`config.mk`:
```
export PLATFORM = sky130hd
export DESIGN_NAME = wdcfg_top
export DESIGN_NICKNAME = d
export VERILOG_FILES = /design/src/design/wdcfg_pkg.sv /design/src/design/wdcfg_top.sv
export VERILOG_INCLUDE_DIRS = /design/src /design/src/design
export SDC_FILE = /design/constraint.sdc
export NUM_CORES = 1
export LEC_CHECK = 0
export ABC_AREA = 1
export BUFFER_PORTS_ARGS = -buffer_cell sky130_fd_sc_hd__buf_2
export CORE_AREA = 5 5 254 256
export CTS_CLUSTER_DIAMETER = 150
export DETAILED_ROUTE_END_ITERATION = 10
export DIE_AREA = 0 0 259 261
export PLACE_DENSITY = 0.7
export SLEW_MARGIN = 0
export SYNTH_ARGS = -nofsm -noshare
export SYNTH_HDL_FRONTEND = slang
export SYNTH_SLANG_ARGS = --single-unit
```
`constraint.sdc`:
```
create_clock -name clk -period 5.26 [get_ports clk]
set_clock_uncertainty 0.2 [all_clocks]
set_input_delay 1.315 -clock clk [delete_from_list [all_inputs] [get_ports clk]]
set_output_delay 1.315 -clock clk [all_outputs]
set_load 0.005 [all_outputs]
```
`src/design/wdcfg_map.svh`:
```
`ifndef WDCFG_MAP_SVH
`define WDCFG_MAP_SVH

`define WDCFG_ADDR_SAVE_CUR 16'hbf6a
`define WDCFG_ADDR_SAVE_FAC 16'hbf6c
`define WDCFG_ADDR_CRC 16'hbf7c
`define WDCFG_ADDR_BOOT_TMO 16'hf0a6
`define WDCFG_ADDR_KEY_EN 16'hf0aa
`define WDCFG_ADDR_KEY 16'hf0ac
`define WDCFG_ADDR_CLEAR 16'hf0ae
`define WDCFG_ADDR_LOAD_FAC 16'hf226
`define WDCFG_ADDR_LOAD_DEF 16'hf227

`define WDCFG_CMD_GO 32'h0000_0001
`define WDCFG_ADV_LOAD_FAC 0
`define WDCFG_ADV_LOAD_DEF 1
`define WDCFG_CRC_POLY 32'h04c1_1db7
`define WDCFG_CRC_INIT 32'hffff_ffff

`define WDCFG_CLK_HZ 20000000
`define WDCFG_CRC_MIN_US 5000
`define WDCFG_CRC_MAX_US 15000
`define WDCFG_FAST_US 2500
`define WDCFG_SLOW_MS 700
`define WDCFG_SLOW_FW_MS 12000
`define WDCFG_CRC_MIN_CYC ((`WDCFG_CLK_HZ / 1000000) * `WDCFG_CRC_MIN_US)
`define WDCFG_FAST_CYC ((`WDCFG_CLK_HZ / 1000000) * `WDCFG_FAST_US)
`define WDCFG_SLOW_CYC ((`WDCFG_CLK_HZ / 1000) * `WDCFG_SLOW_MS)
`define WDCFG_SLOW_FW_CYC ((`WDCFG_CLK_HZ / 1000) * `WDCFG_SLOW_FW_MS)

`endif

```
`src/design/wdcfg_pkg.sv`:
```
package wdcfg_pkg;

   typedef struct packed {
      logic [15:0] analog;
      logic [15:0] in_ext;
      logic [15:0] line_ext;
      logic [15:0] dir;
      logic [15:0] level;
      logic [15:0] dac;
   } wdcfg_set_t;

   typedef enum {
      WDCFG_BOOT_WAIT_FAST,
      WDCFG_BOOT_WAIT_SLOW,
      WDCFG_BOOT_DONE
   } wdcfg_boot_t;

endpackage

```
`src/design/wdcfg_top.sv`:
```
`timescale 1ns/1ns
`default_nettype none
`include "wdcfg_map.svh"

module wdcfg_top #(
   parameter int unsigned TICK_CYCLES = `WDCFG_CLK_HZ,
   parameter int unsigned FAST_CYCLES = `WDCFG_FAST_CYC,
   parameter int unsigned SLOW_CYCLES = `WDCFG_SLOW_CYC,
   parameter int unsigned SLOW_FW_CYCLES = `WDCFG_SLOW_FW_CYC,
   parameter int unsigned CRC_CYCLES = `WDCFG_CRC_MIN_CYC,
   parameter logic [15:0] JUMPER_MASK = 16'h0000
) (
   input wire logic clk,
   input wire logic rst_n,
   input wire logic reg_wr,
   input wire logic reg_rd,
   input wire logic [15:0] reg_addr,
   input wire logic [31:0] reg_wdata,
   output logic [31:0] reg_rdata,
   output logic reg_rvalid,
   input wire logic resp_sent,
   input wire logic stream_sent,
   input wire logic wd_enable,
   input wire logic [31:0] wd_timeout_s,
   input wire logic [31:0] wd_advanced,
   input wire logic fw_updated,
   input wire wdcfg_pkg::wdcfg_set_t live_in,
   input wire wdcfg_pkg::wdcfg_set_t factory_set,
   input wire wdcfg_pkg::wdcfg_set_t nv_default_in,
   output wdcfg_pkg::wdcfg_set_t nv_default_out,
   output logic nv_default_wr,
   output wdcfg_pkg::wdcfg_set_t live_out,
   output logic live_wr,
   output logic [15:0] line_dir_out,
   output logic [15:0] line_level_out,
   output logic wd_expired,
   output logic wd_in_boot
);

   logic [31:0] boot_tmo;
   logic key_en;
   logic [31:0] key_val;
   logic clear_req;
   logic [31:0] tick_cnt;
   logic sec_tick;
   logic [31:0] sec_cnt;
   logic [31:0] active_tmo;
   logic expire;
   logic wr_hit_clear;
   wdcfg_pkg::wdcfg_boot_t boot_state;
   logic [31:0] boot_cnt;
   logic [31:0] slow_limit;
   logic crc_busy;
   logic [31:0] crc_cnt;
   logic [47:0] crc_data;
   logic [6:0] crc_bit;
   logic [31:0] crc_reg;
   logic [31:0] next_crc;
   logic read_pending;

   assign wr_hit_clear = reg_wr && reg_addr == `WDCFG_ADDR_CLEAR;

   // Watchdog settings are only changed while it is disabled.
   always_ff @(posedge clk or negedge rst_n) begin
      if (!rst_n) begin
         boot_tmo <= 32'h0000_0000;
         key_en <= 1'b0;
         key_val <= 32'h0000_0000;
      end else if (reg_wr && !wd_enable) begin
         case (reg_addr)
            `WDCFG_ADDR_BOOT_TMO: boot_tmo <= reg_wdata;
            `WDCFG_ADDR_KEY_EN: key_en <= reg_wdata == `WDCFG_CMD_GO;
            `WDCFG_ADDR_KEY: key_val <= reg_wdata;
            default: ;
         endcase
      end
   end

   // Stream traffic is deliberately absent from the clear terms.
   always_comb begin
      if (key_en) begin
         clear_req = wr_hit_clear && reg_wdata == key_val;
      end else begin
         clear_req = wr_hit_clear || resp_sent;
      end
   end

   // The tick counter restarts on clear so a clear buys a full second.
   always_ff @(posedge clk or negedge rst_n) begin
      if (!rst_n) begin
         tick_cnt <= 32'h0000_0000;
         sec_tick <= 1'b0;
      end else if (clear_req || !wd_enable) begin
         tick_cnt <= 32'h0000_0000;
         sec_tick <= 1'b0;
      end else if (tick_cnt == TICK_CYCLES - 1) begin
         tick_cnt <= 32'h0000_0000;
         sec_tick <= 1'b1;
      end else begin
         tick_cnt <= tick_cnt + 32'h0000_0001;
         sec_tick <= 1'b0;
      end
   end

   // The boot value is picked by the flag alone; a zero timeout expires on
   // the first tick.
   assign active_tmo = wd_in_boot ? boot_tmo : wd_timeout_s;

   // A clear that lands on the tick edge wins, so a host that clears just
   // in time never triggers the timeout actions.
   always_comb begin
      expire = 1'b0;
      if (wd_enable && sec_tick && !clear_req) begin
         if (sec_cnt + 32'h0000_0001 >= active_tmo) begin
            expire = 1'b1;
         end
      end
   end

   // An expiry restarts the count, so a silent host sees the actions
   // repeat once per timeout period.
   always_ff @(posedge clk or negedge rst_n) begin
      if (!rst_n) begin
         sec_cnt <= 32'h0000_0000;
         wd_expired <= 1'b0;
      end else begin
         wd_expired <= expire;
         if (clear_req || expire || !wd_enable) begin
            sec_cnt <= 32'h0000_0000;
         end else if (sec_tick) begin
            sec_cnt <= sec_cnt + 32'h0000_0001;
         end
      end
   end

   // Boot timeout is left on the first clear or expiry while enabled.
   always_ff @(posedge clk or negedge rst_n) begin
      if (!rst_n) begin
         wd_in_boot <= 1'b1;
      end else if (wd_enable && (clear_req || expire)) begin
         wd_in_boot <= 1'b0;
      end
   end

   // Commands to the configuration store.
   // Only the value 1 starts a command; any other value is ignored.
   always_ff @(posedge clk or negedge rst_n) begin
      if (!rst_n) begin
         nv_default_out <= '0;
         nv_default_wr <= 1'b0;
      end else begin
         nv_default_wr <= 1'b0;
         if (reg_wr && reg_wdata == `WDCFG_CMD_GO) begin
            if (reg_addr == `WDCFG_ADDR_SAVE_CUR) begin
               nv_default_out <= live_in;
               nv_default_wr <= 1'b1;
            end else if (reg_addr == `WDCFG_ADDR_SAVE_FAC) begin
               nv_default_out <= factory_set;
               nv_default_wr <= 1'b1;
            end
         end
      end
   end

   // Expiry actions share the load path with the host commands.
   always_ff @(posedge clk or negedge rst_n) begin
      if (!rst_n) begin
         live_out <= '0;
         live_wr <= 1'b0;
      end else begin
         live_wr <= 1'b0;
         if ((reg_wr && reg_addr == `WDCFG_ADDR_LOAD_FAC
              && reg_wdata == `WDCFG_CMD_GO)
             || (expire && wd_advanced[`WDCFG_ADV_LOAD_FAC])) begin
            live_out <= factory_set;
            live_wr <= 1'b1;
         end else if ((reg_wr && reg_addr == `WDCFG_ADDR_LOAD_DEF
                       && reg_wdata == `WDCFG_CMD_GO)
                      || (expire && wd_advanced[`WDCFG_ADV_LOAD_DEF])
                      || (boot_state == wdcfg_pkg::WDCFG_BOOT_WAIT_SLOW
                          && boot_cnt == slow_limit - 1)) begin
            live_out <= nv_default_in;
            live_wr <= 1'b1;
         end
      end
   end

   // Power-up sequencing of the stored defaults.
   assign slow_limit = fw_updated ? SLOW_FW_CYCLES : SLOW_CYCLES;

   // The counter freezes once boot is over, so it cannot wrap and replay
   // the startup loads.
   always_ff @(posedge clk or negedge rst_n) begin
      if (!rst_n) begin
         boot_state <= wdcfg_pkg::WDCFG_BOOT_WAIT_FAST;
         boot_cnt <= 32'h0000_0000;
      end else begin
         boot_cnt <= boot_cnt + 32'h0000_0001;
         case (boot_state)
            wdcfg_pkg::WDCFG_BOOT_WAIT_FAST:
               if (boot_cnt == FAST_CYCLES - 1) begin
                  boot_state <= wdcfg_pkg::WDCFG_BOOT_WAIT_SLOW;
               end
            wdcfg_pkg::WDCFG_BOOT_WAIT_SLOW:
               if (boot_cnt == slow_limit - 1) begin
                  boot_state <= wdcfg_pkg::WDCFG_BOOT_DONE;
               end
            wdcfg_pkg::WDCFG_BOOT_DONE: boot_cnt <= boot_cnt;
            default: boot_state <= wdcfg_pkg::WDCFG_BOOT_DONE;
         endcase
      end
   end

   // Digital lines are inputs until their group of defaults is applied.
   // Jumper lines wait for the slow group so a boot jumper is not driven.
   always_ff @(posedge clk or negedge rst_n) begin
      if (!rst_n) begin
         line_dir_out <= 16'h0000;
         line_level_out <= 16'h0000;
      end else if (live_wr) begin
         line_dir_out <= live_out.dir;
         line_level_out <= live_out.level;
      end else begin
         case (boot_state)
            wdcfg_pkg::WDCFG_BOOT_WAIT_FAST:
               if (boot_cnt == FAST_CYCLES - 1) begin
                  line_dir_out <= nv_default_in.dir & ~JUMPER_MASK;
                  line_level_out <= nv_default_in.level & ~JUMPER_MASK;
               end
            wdcfg_pkg::WDCFG_BOOT_WAIT_SLOW:
               if (boot_cnt == slow_limit - 1) begin
                  line_dir_out <= nv_default_in.dir;
                  line_level_out <= nv_default_in.level;
               end
            default: ;
         endcase
      end
   end

   // Serial CRC over the steady settings, one bit per clock.
   always_comb begin
      next_crc = {crc_reg[30:0], 1'b0};
      if (crc_reg[31] ^ crc_data[47]) begin
         next_crc = next_crc ^ `WDCFG_CRC_POLY;
      end
   end

   // The answer is held back to a fixed floor so every checksum read taken while idle sees 5 ms.
   always_ff @(posedge clk or negedge rst_n) begin
      if (!rst_n) begin
         crc_busy <= 1'b0;
         crc_cnt <= 32'h0000_0000;
         crc_data <= '0;
         crc_bit <= 7'h00;
         crc_reg <= `WDCFG_CRC_INIT;
      end else if (!crc_busy) begin
         if (reg_rd && reg_addr == `WDCFG_ADDR_CRC) begin
            crc_busy <= 1'b1;
            crc_cnt <= 32'h0000_0000;
            crc_data <= {live_in.analog, live_in.in_ext,
                         live_in.line_ext};
            crc_bit <= 7'h00;
            crc_reg <= `WDCFG_CRC_INIT;
         end
      end else begin
         crc_cnt <= crc_cnt + 32'h0000_0001;
         // The 48 message bits finish long before the floor, so the
         // register idles until the answer is released.
         if (crc_bit != 7'h30) begin
            crc_reg <= next_crc;
            crc_data <= {crc_data[46:0], 1'b0};
            crc_bit <= crc_bit + 7'h01;
         end
         if (crc_cnt == CRC_CYCLES - 1) begin
            crc_busy <= 1'b0;
         end
      end
   end

   // The checksum answer goes out ahead of any other read; reads that land
   // while the job runs are dropped with no strobe.
   assign read_pending = crc_busy && crc_cnt == CRC_CYCLES - 1;

   always_ff @(posedge clk or negedge rst_n) begin
      if (!rst_n) begin
         reg_rdata <= 32'h0000_0000;
         reg_rvalid <= 1'b0;
      end else begin
         reg_rvalid <= 1'b0;
         if (read_pending) begin
            reg_rdata <= ~crc_reg;
            reg_rvalid <= 1'b1;
         end else if (reg_rd && !crc_busy) begin
            case (reg_addr)
               `WDCFG_ADDR_BOOT_TMO: begin
                  reg_rdata <= boot_tmo;
                  reg_rvalid <= 1'b1;
               end
               `WDCFG_ADDR_KEY_EN: begin
                  reg_rdata <= {31'h0, key_en};
                  reg_rvalid <= 1'b1;
               end
               `WDCFG_ADDR_KEY: begin
                  reg_rdata <= key_val;
                  reg_rvalid <= 1'b1;
               end
               `WDCFG_ADDR_CRC: ;
               default: begin
                  reg_rdata <= 32'h0000_0000;
                  reg_rvalid <= 1'b1;
               end
            endcase
         end
      end
   end

endmodule
`default_nettype wire

```
Word-level counts from Yosys, hierarchy flattened
Cells that the tools add are included.
{ "word_totals": {"out_inout_bits": 261, "reg_bits": 575, "in_bits": 408, "word_cells": 163} }
{ "op_classes": {"n_bitwise": 4, "n_addsub": 6, "mux": 52, "n_lt_le_gt_ge": 1, "eq_ne": 25, "n_reduce_logical": 42} }
{ "ops": {"columns": ["op", "count"], "rows": [
  ["2-to-1 mux 32 bit", 14],
  ["2-to-1 mux 96 bit", 4],
  ["== test 16 bit, second input constant", 9],
  ["2-to-1 mux 48 bit", 3],
  ["adder 32 x 1 -> 32 bit, second input constant", 4],
  ["case mux 32 bit (4 select lines)", 1],
  ["2-to-1 mux 16 bit", 6],
  ["case mux 32 bit (3 select lines)", 1],
  ["== test 32 x 1 -> 1 bit, second input constant", 2],
  ["== test 32 x 2 -> 1 bit, second input constant", 2],
  ["== test 32 bit", 2],
  ["case mux 16 bit (2 select lines)", 2],
  ["== test 32 x 16 -> 1 bit, second input constant", 1],
  ["== test 32 x 17 -> 1 bit, second input constant", 1],
  ["== test 32 x 25 -> 1 bit, second input constant", 1],
  ["greater-or-equal comparator 32 bit", 1],
  ["zero test 32 bit", 1],
  ["NOT 32 bit", 1],
  ["subtractor 28 x 1 -> 29 bit, second input constant", 1],
  ["2-to-1 mux 28 bit", 1],
  ["2-to-1 mux 27 bit", 1],
  ["2-to-1 mux 7 bit", 3],
  ["logical AND 1 bit", 17],
  ["2-to-1 mux 1 bit", 16],
  ["other kinds (14)", 35]
]} }

Depth between registers and ports, before layout
{ "logic_depth": {"word_depth": 12, "depth_mapped": 28, "ltp_nobuf": 26} }

Least setup slack after synthesis
No wires, ideal clock.
{ "synth_path": {"path_kind": "reg-to-reg", "startpoint": "register sec_cnt[0]", "endpoint": "register live_out[56] in the netlist's numbering", "n_path_buf": 2, "path_slack_ns": 1.540, "stages_incl_launch_ff": 28, "synth_period_minus_slack_ns": 3.720, "arrival_ns": 3.456, "setup_ns": 0.065, "t_required_ns": 4.995, "cell_sequence": "dfrtp_1 ha_1 nand2_1 nor2_1 nand2_1 nor2_1 nand2_1 nor2_1 nand3_1 nor2_1 nand2_1 xor2_1 inv_1 ha_1 nand2_1 nor2_1 nand4_1 nor2_1 nand2_1 nand2_1 nand4_4 nand2_4 buf_2 buf_2 nand2_1 nand2_1 nand2_1 nand2_1"} }
{ "synth_between": {"elab_chain_len": 8, "elab_cells_between_ends": 11, "classes_between": "1 x add/sub; 1 x order compare; 3 x mux; 6 x reduce/logical"} }
{ "synth_rtl": {"columns": ["item", "line", "rtl"], "rows": [
  ["from (decl)", "wdcfg_top.sv:46", "logic [31:0] sec_cnt;"],
  ["from (signal assigned)", "wdcfg_top.sv:131", "sec_cnt <= sec_cnt + 32'h0000_0001;"],
  ["adder 32 x 1 -> 32 bit (*)", "wdcfg_top.sv:114", "if (sec_cnt + 32'h0000_0001 >= active_tmo) begin"],
  ["greater-or-equal comparator 32 bit (*)", "wdcfg_top.sv:114", null],
  ["2-to-1 mux 1 bit (*)", "wdcfg_top.sv:114", null],
  ["2-to-1 mux 1 bit (*)", "wdcfg_top.sv:113", "if (wd_enable && sec_tick && !clear_req) begin"],
  ["logical AND 1 bit", "wdcfg_top.sv:179", "|| (expire && wd_advanced[`WDCFG_ADV_LOAD_DEF])"],
  ["logical OR 1 bit (2 in a row)", "wdcfg_top.sv:177", "end else if ((reg_wr && reg_addr == `WDCFG_ADDR_LOAD_DEF"],
  ["nonzero test 2 bit (no source line)", null, null],
  ["to (signal assigned)", "wdcfg_top.sv:175", "live_out <= factory_set;"],
  ["to (signal assigned)", "wdcfg_top.sv:182", "live_out <= nv_default_in;"],
  ["to (decl)", "wdcfg_top.sv:32", "output wdcfg_pkg::wdcfg_set_t live_out,"]
]} }
Mark *: on every way between the ends. The rest lies on a longest branch, timed or not.
A chain may end at the register's enable or synchronous reset.

Worst setup path after layout
{ "layout_path": {"startpoint": "register sec_cnt[0]", "endpoint": "register live_out[28] in the netlist's numbering"} }
Same word-level chain as after synthesis.

==> summary.txt <==
Outcome
  – Status: complete, no violations

Route
  – Detailed-route via count: 26708
  – Post-route ant nets: 0
  – Total Routed Length: 104600 um
  – Routed len/inst: 21.02 um
  – DRC viols: 0
  – Drt pass-1 iters: 8
  – Initial drt markers: 2653
  – Vias per cell: 5.368

Logic synthesis
  – Synth async-reset ratio: 1.000
  – Sequential area share after synthesis: 0.4858
  – Commonest cells in the synthesized netlist: nand2_1 (1105), dfrtp_1 (512), inv_1 (299)
  – Post-synth EDFFs: 0
  – Seq cells post-synth: 545
  – Post-Syn Instances: 3499
  – Largest cells by area after synthesis: dfrtp_1 (46%), nand2_1 (15%), mux2i_1 (4.6%), nand3_1 (4.1%), o21ai_0 (4.1%)
  – Synthesized net count: 3945
  – Synth warn: 0
  – Avg Inst Size Synth: 8.048 um^2
  – Cell variety after synth: 51
  – Post-Syn Area: 28160 um^2
  – Most common cell in the netlist: nand2_1
  – Post-synth top area share: 0.4550
  – Synth area leader: dfrtp_1
  – Main synth FF type: dfrtp_1

STA
  – Final min period: 4.824 ns
  – Slew Limit Headroom: 0.2231
  – Final Hold Viols: 0
  – Pins Over Slew Limit: 0
  – Tcrit/Tclk final: 0.9171
  – Final setup TNS: 0 ns
  – Setup violation total in the final timing report: 0
  – Hold Slack: 0.2737 ns
  – Max Fclk: 207.3 MHz
  – RSZ-0062 raised after global routing: no
  – Actual slew at the worst max-slew pin: 1.161 ns

Min path
  – Hold path depth: 1
  – Hold WC Path Type: reg2reg

Setup path
  – Setup crit end kind: flop
  – Crit Path Category: reg2reg
  – Setup crit start kind: flop
  – Cell depth of the worst flop-to-flop path: 26
  – Critical Path RT: 5.63 ns
  – CP Max Fanout: 79
  – CP arrival: 5.19 ns

GRT
  – Initial antenna violation count: 16
  – Pin count of the biggest net entering global routing: 111
  – Total grt overflow: 0
  – GRT Total Usage: 0.2972
  – Number of global-route vias before repair: 25373
  – First-pass GRT wire length: 155800 um

Floorplan
  – Die span in x: 259 um
  – Die H: 261 um
  – Core region area: 62270 um^2
  – Initial Util: 0.4522
  – Die area: 67600 um^2
  – Ports: 669
  – Row cnt: 92

Power and ir drop
  – P_int: 7.097 mW
  – Seq pwr share: 0.459
  – Clock power share: 0.482
  – Switching Fraction: 0.2309
  – Gate power share: 0.059
  – Power Dens Cells: 269.1 nW/um^2
  – VDD IR max: 278.2 uV
  – Switching power total: 2.131 mW
  – Total Power: 9.228 mW
  – Leakage power: 17.37 nW

Clock tree
  – Cts bufs inserted: 59
  – Worst-skew pair later-pin latency: 0.64 ns
  – CTS max path bufs: 3
  – PostCTS Resize Cnt: 0
  – Hold_buf cts: 0
  – Clk sink count: 545
  – Post-CTS Setup Repair Bufs: 0
  – Worst-path clk slew: 0.06 ns
  – CTS root buf: clkbuf_16
  – H-tree levels: 2
  – CTS tree: done

Placed design
  – Number of I/O port buffers: 637
  – Post-detail-place hpwl: 79310 um
  – Gp weighted congestion: 0.9637

Final layout
  – Largest regs: live_out: 96 flops, nv_default_out: 96 flops, crc_data: 48 flops
  – P&R area growth vs syn: 21.80%
  – Share of cells above drive strength 1: 0.2046
  – Post-layout nets: 4513

Run
  – MaxCap Viol Count: 0
[placed cells by master (no fill, tap or decap), types with 10 or more instances in the layout]
cell type | netlist | final
a21oi_1 | 63 | 63
a22oi_1 | 19 | 19
a31oi_1 | 47 | 47
a32oi_1 | 13 | 13
buf_12 | 0 | 14
buf_2 | 43 | 636
buf_4 | 9 | 30
clkbuf_1 | 104 | 13
clkbuf_16 | 0 | 60
clkbuf_8 | 0 | 14
clkinv_2 | 0 | 10
dfrtp_1 | 512 | 510
dfstp_2 | 33 | 33
diode_2 | 0 | 14
ha_1 | 38 | 38
inv_1 | 299 | 299
mux2i_1 | 130 | 130
nand2_1 | 1105 | 1101
nand3_1 | 228 | 228
nand4_1 | 46 | 46
nor2_1 | 233 | 232
nor3_1 | 68 | 68
nor4_1 | 26 | 26
o211ai_1 | 34 | 34
o21ai_0 | 228 | 228
o21ai_1 | 29 | 28
o22ai_1 | 17 | 17
o32ai_1 | 17 | 17
xnor2_1 | 14 | 14
xor2_1 | 79 | 79
[final cells by class]
class	count	area, um^2
antenna	14	35.03
clock buffer	87	1743
clock inverter	22	331.6
fill	5876	27980
inverter	308	1156
multi-input combinational	2472	12590
sequential	545	13680
tap	846	1059
timing repair buffer	681	3704
[power by group through the flow]
| stage | combinational (mW) | sequential (mW) | clock [mW] |
|---|---|---|---|
| final | 0.541 | 4.24 | 4.45 |
| after CTS | 0.541 | 4.24 | 4.52 |
| after floorplan | 0.141 | 4.31 | 0 |
| after detailed placement | 0.539 | 4.31 | 0 |
| after global placement | 0.537 | 4.31 | 0 |
| after global routing | 0.594 | 4.24 | 4.71 |
[critical path: stages (launching register included)]
cell     delay [ns]
dfrtp_1        0.41
ha_1           0.21
nand2_1        0.06
nor2_1         0.15
nand2_1        0.16
nor2_1         0.33
nand2_1        0.15
nor2_1         0.19
nand3_1        0.13
nor2_1         0.11
nand2_1        0.06
xor2_1         0.17
inv_1          0.07
ha_1           0.28
nand2_1        0.06
nor2_1         0.16
nand4_1        0.15
nor2_1         0.17
nand2_1        0.09
nand2_1        0.18
nand4_1        0.21
nand2_1        0.24
inv_1          0.10
nand2_4        0.12
buf_12         0.29
nand2_1        0.10
nand2_1        0.08
[cell families (layout without fill, tap and decap cells)]
kind of cell,Yosys count,after routing,synth area share
other,0,14,0
flip-flops,545,545,0.4858
AO/OA/AOI/OAI,484,484,0.09940
adder cells (fa/ha/maj),38,38,0.01689
XOR/XNOR,93,93,0.02893
buffers and inverters,482,1098,0.06896
AND/OR/NAND/NOR,1726,1726,0.2534
multiplexers,131,131,0.04661
[metrics by stage]
step                cells  worst slack, ns  instance area, um^2  utilization
global placement     4852           0.5565                32190       0.5168
global route         4964          0.03291                34270       0.5503
detailed placement   4852           0.4619                32190       0.5168
floorplan            3499            1.540                28160            -
finish               4975           0.4362                34300       0.5507
CTS                  4961           0.4514                34260       0.5501
[routing by layer]
layer  routed length, um  track usage  vias up
met2               49130       0.4805     1210
met3                9123      0.06537      205
met1               42040       0.3983    12660
met4                4217       0.1059        8
li1                    -            -    12625
met5                  47            0        -
[path summary, 6_finish.rpt]
check                        startpoint      endpoint  slack [ns]
setup / recovery             sec_cnt[0]  live_out[28]        0.44
hold / removal             boot_cnt[29]  boot_cnt[29]        0.27
setup reg to reg             sec_cnt[0]  live_out[28]        0.44
hold reg to reg            boot_cnt[29]  boot_cnt[29]        0.27
max in group asynchronous         rst_n   crc_reg[30]        3.27
min in group asynchronous         rst_n   sec_cnt[25]        0.48
Note: power is estimated with default switching activity, not from simulation.
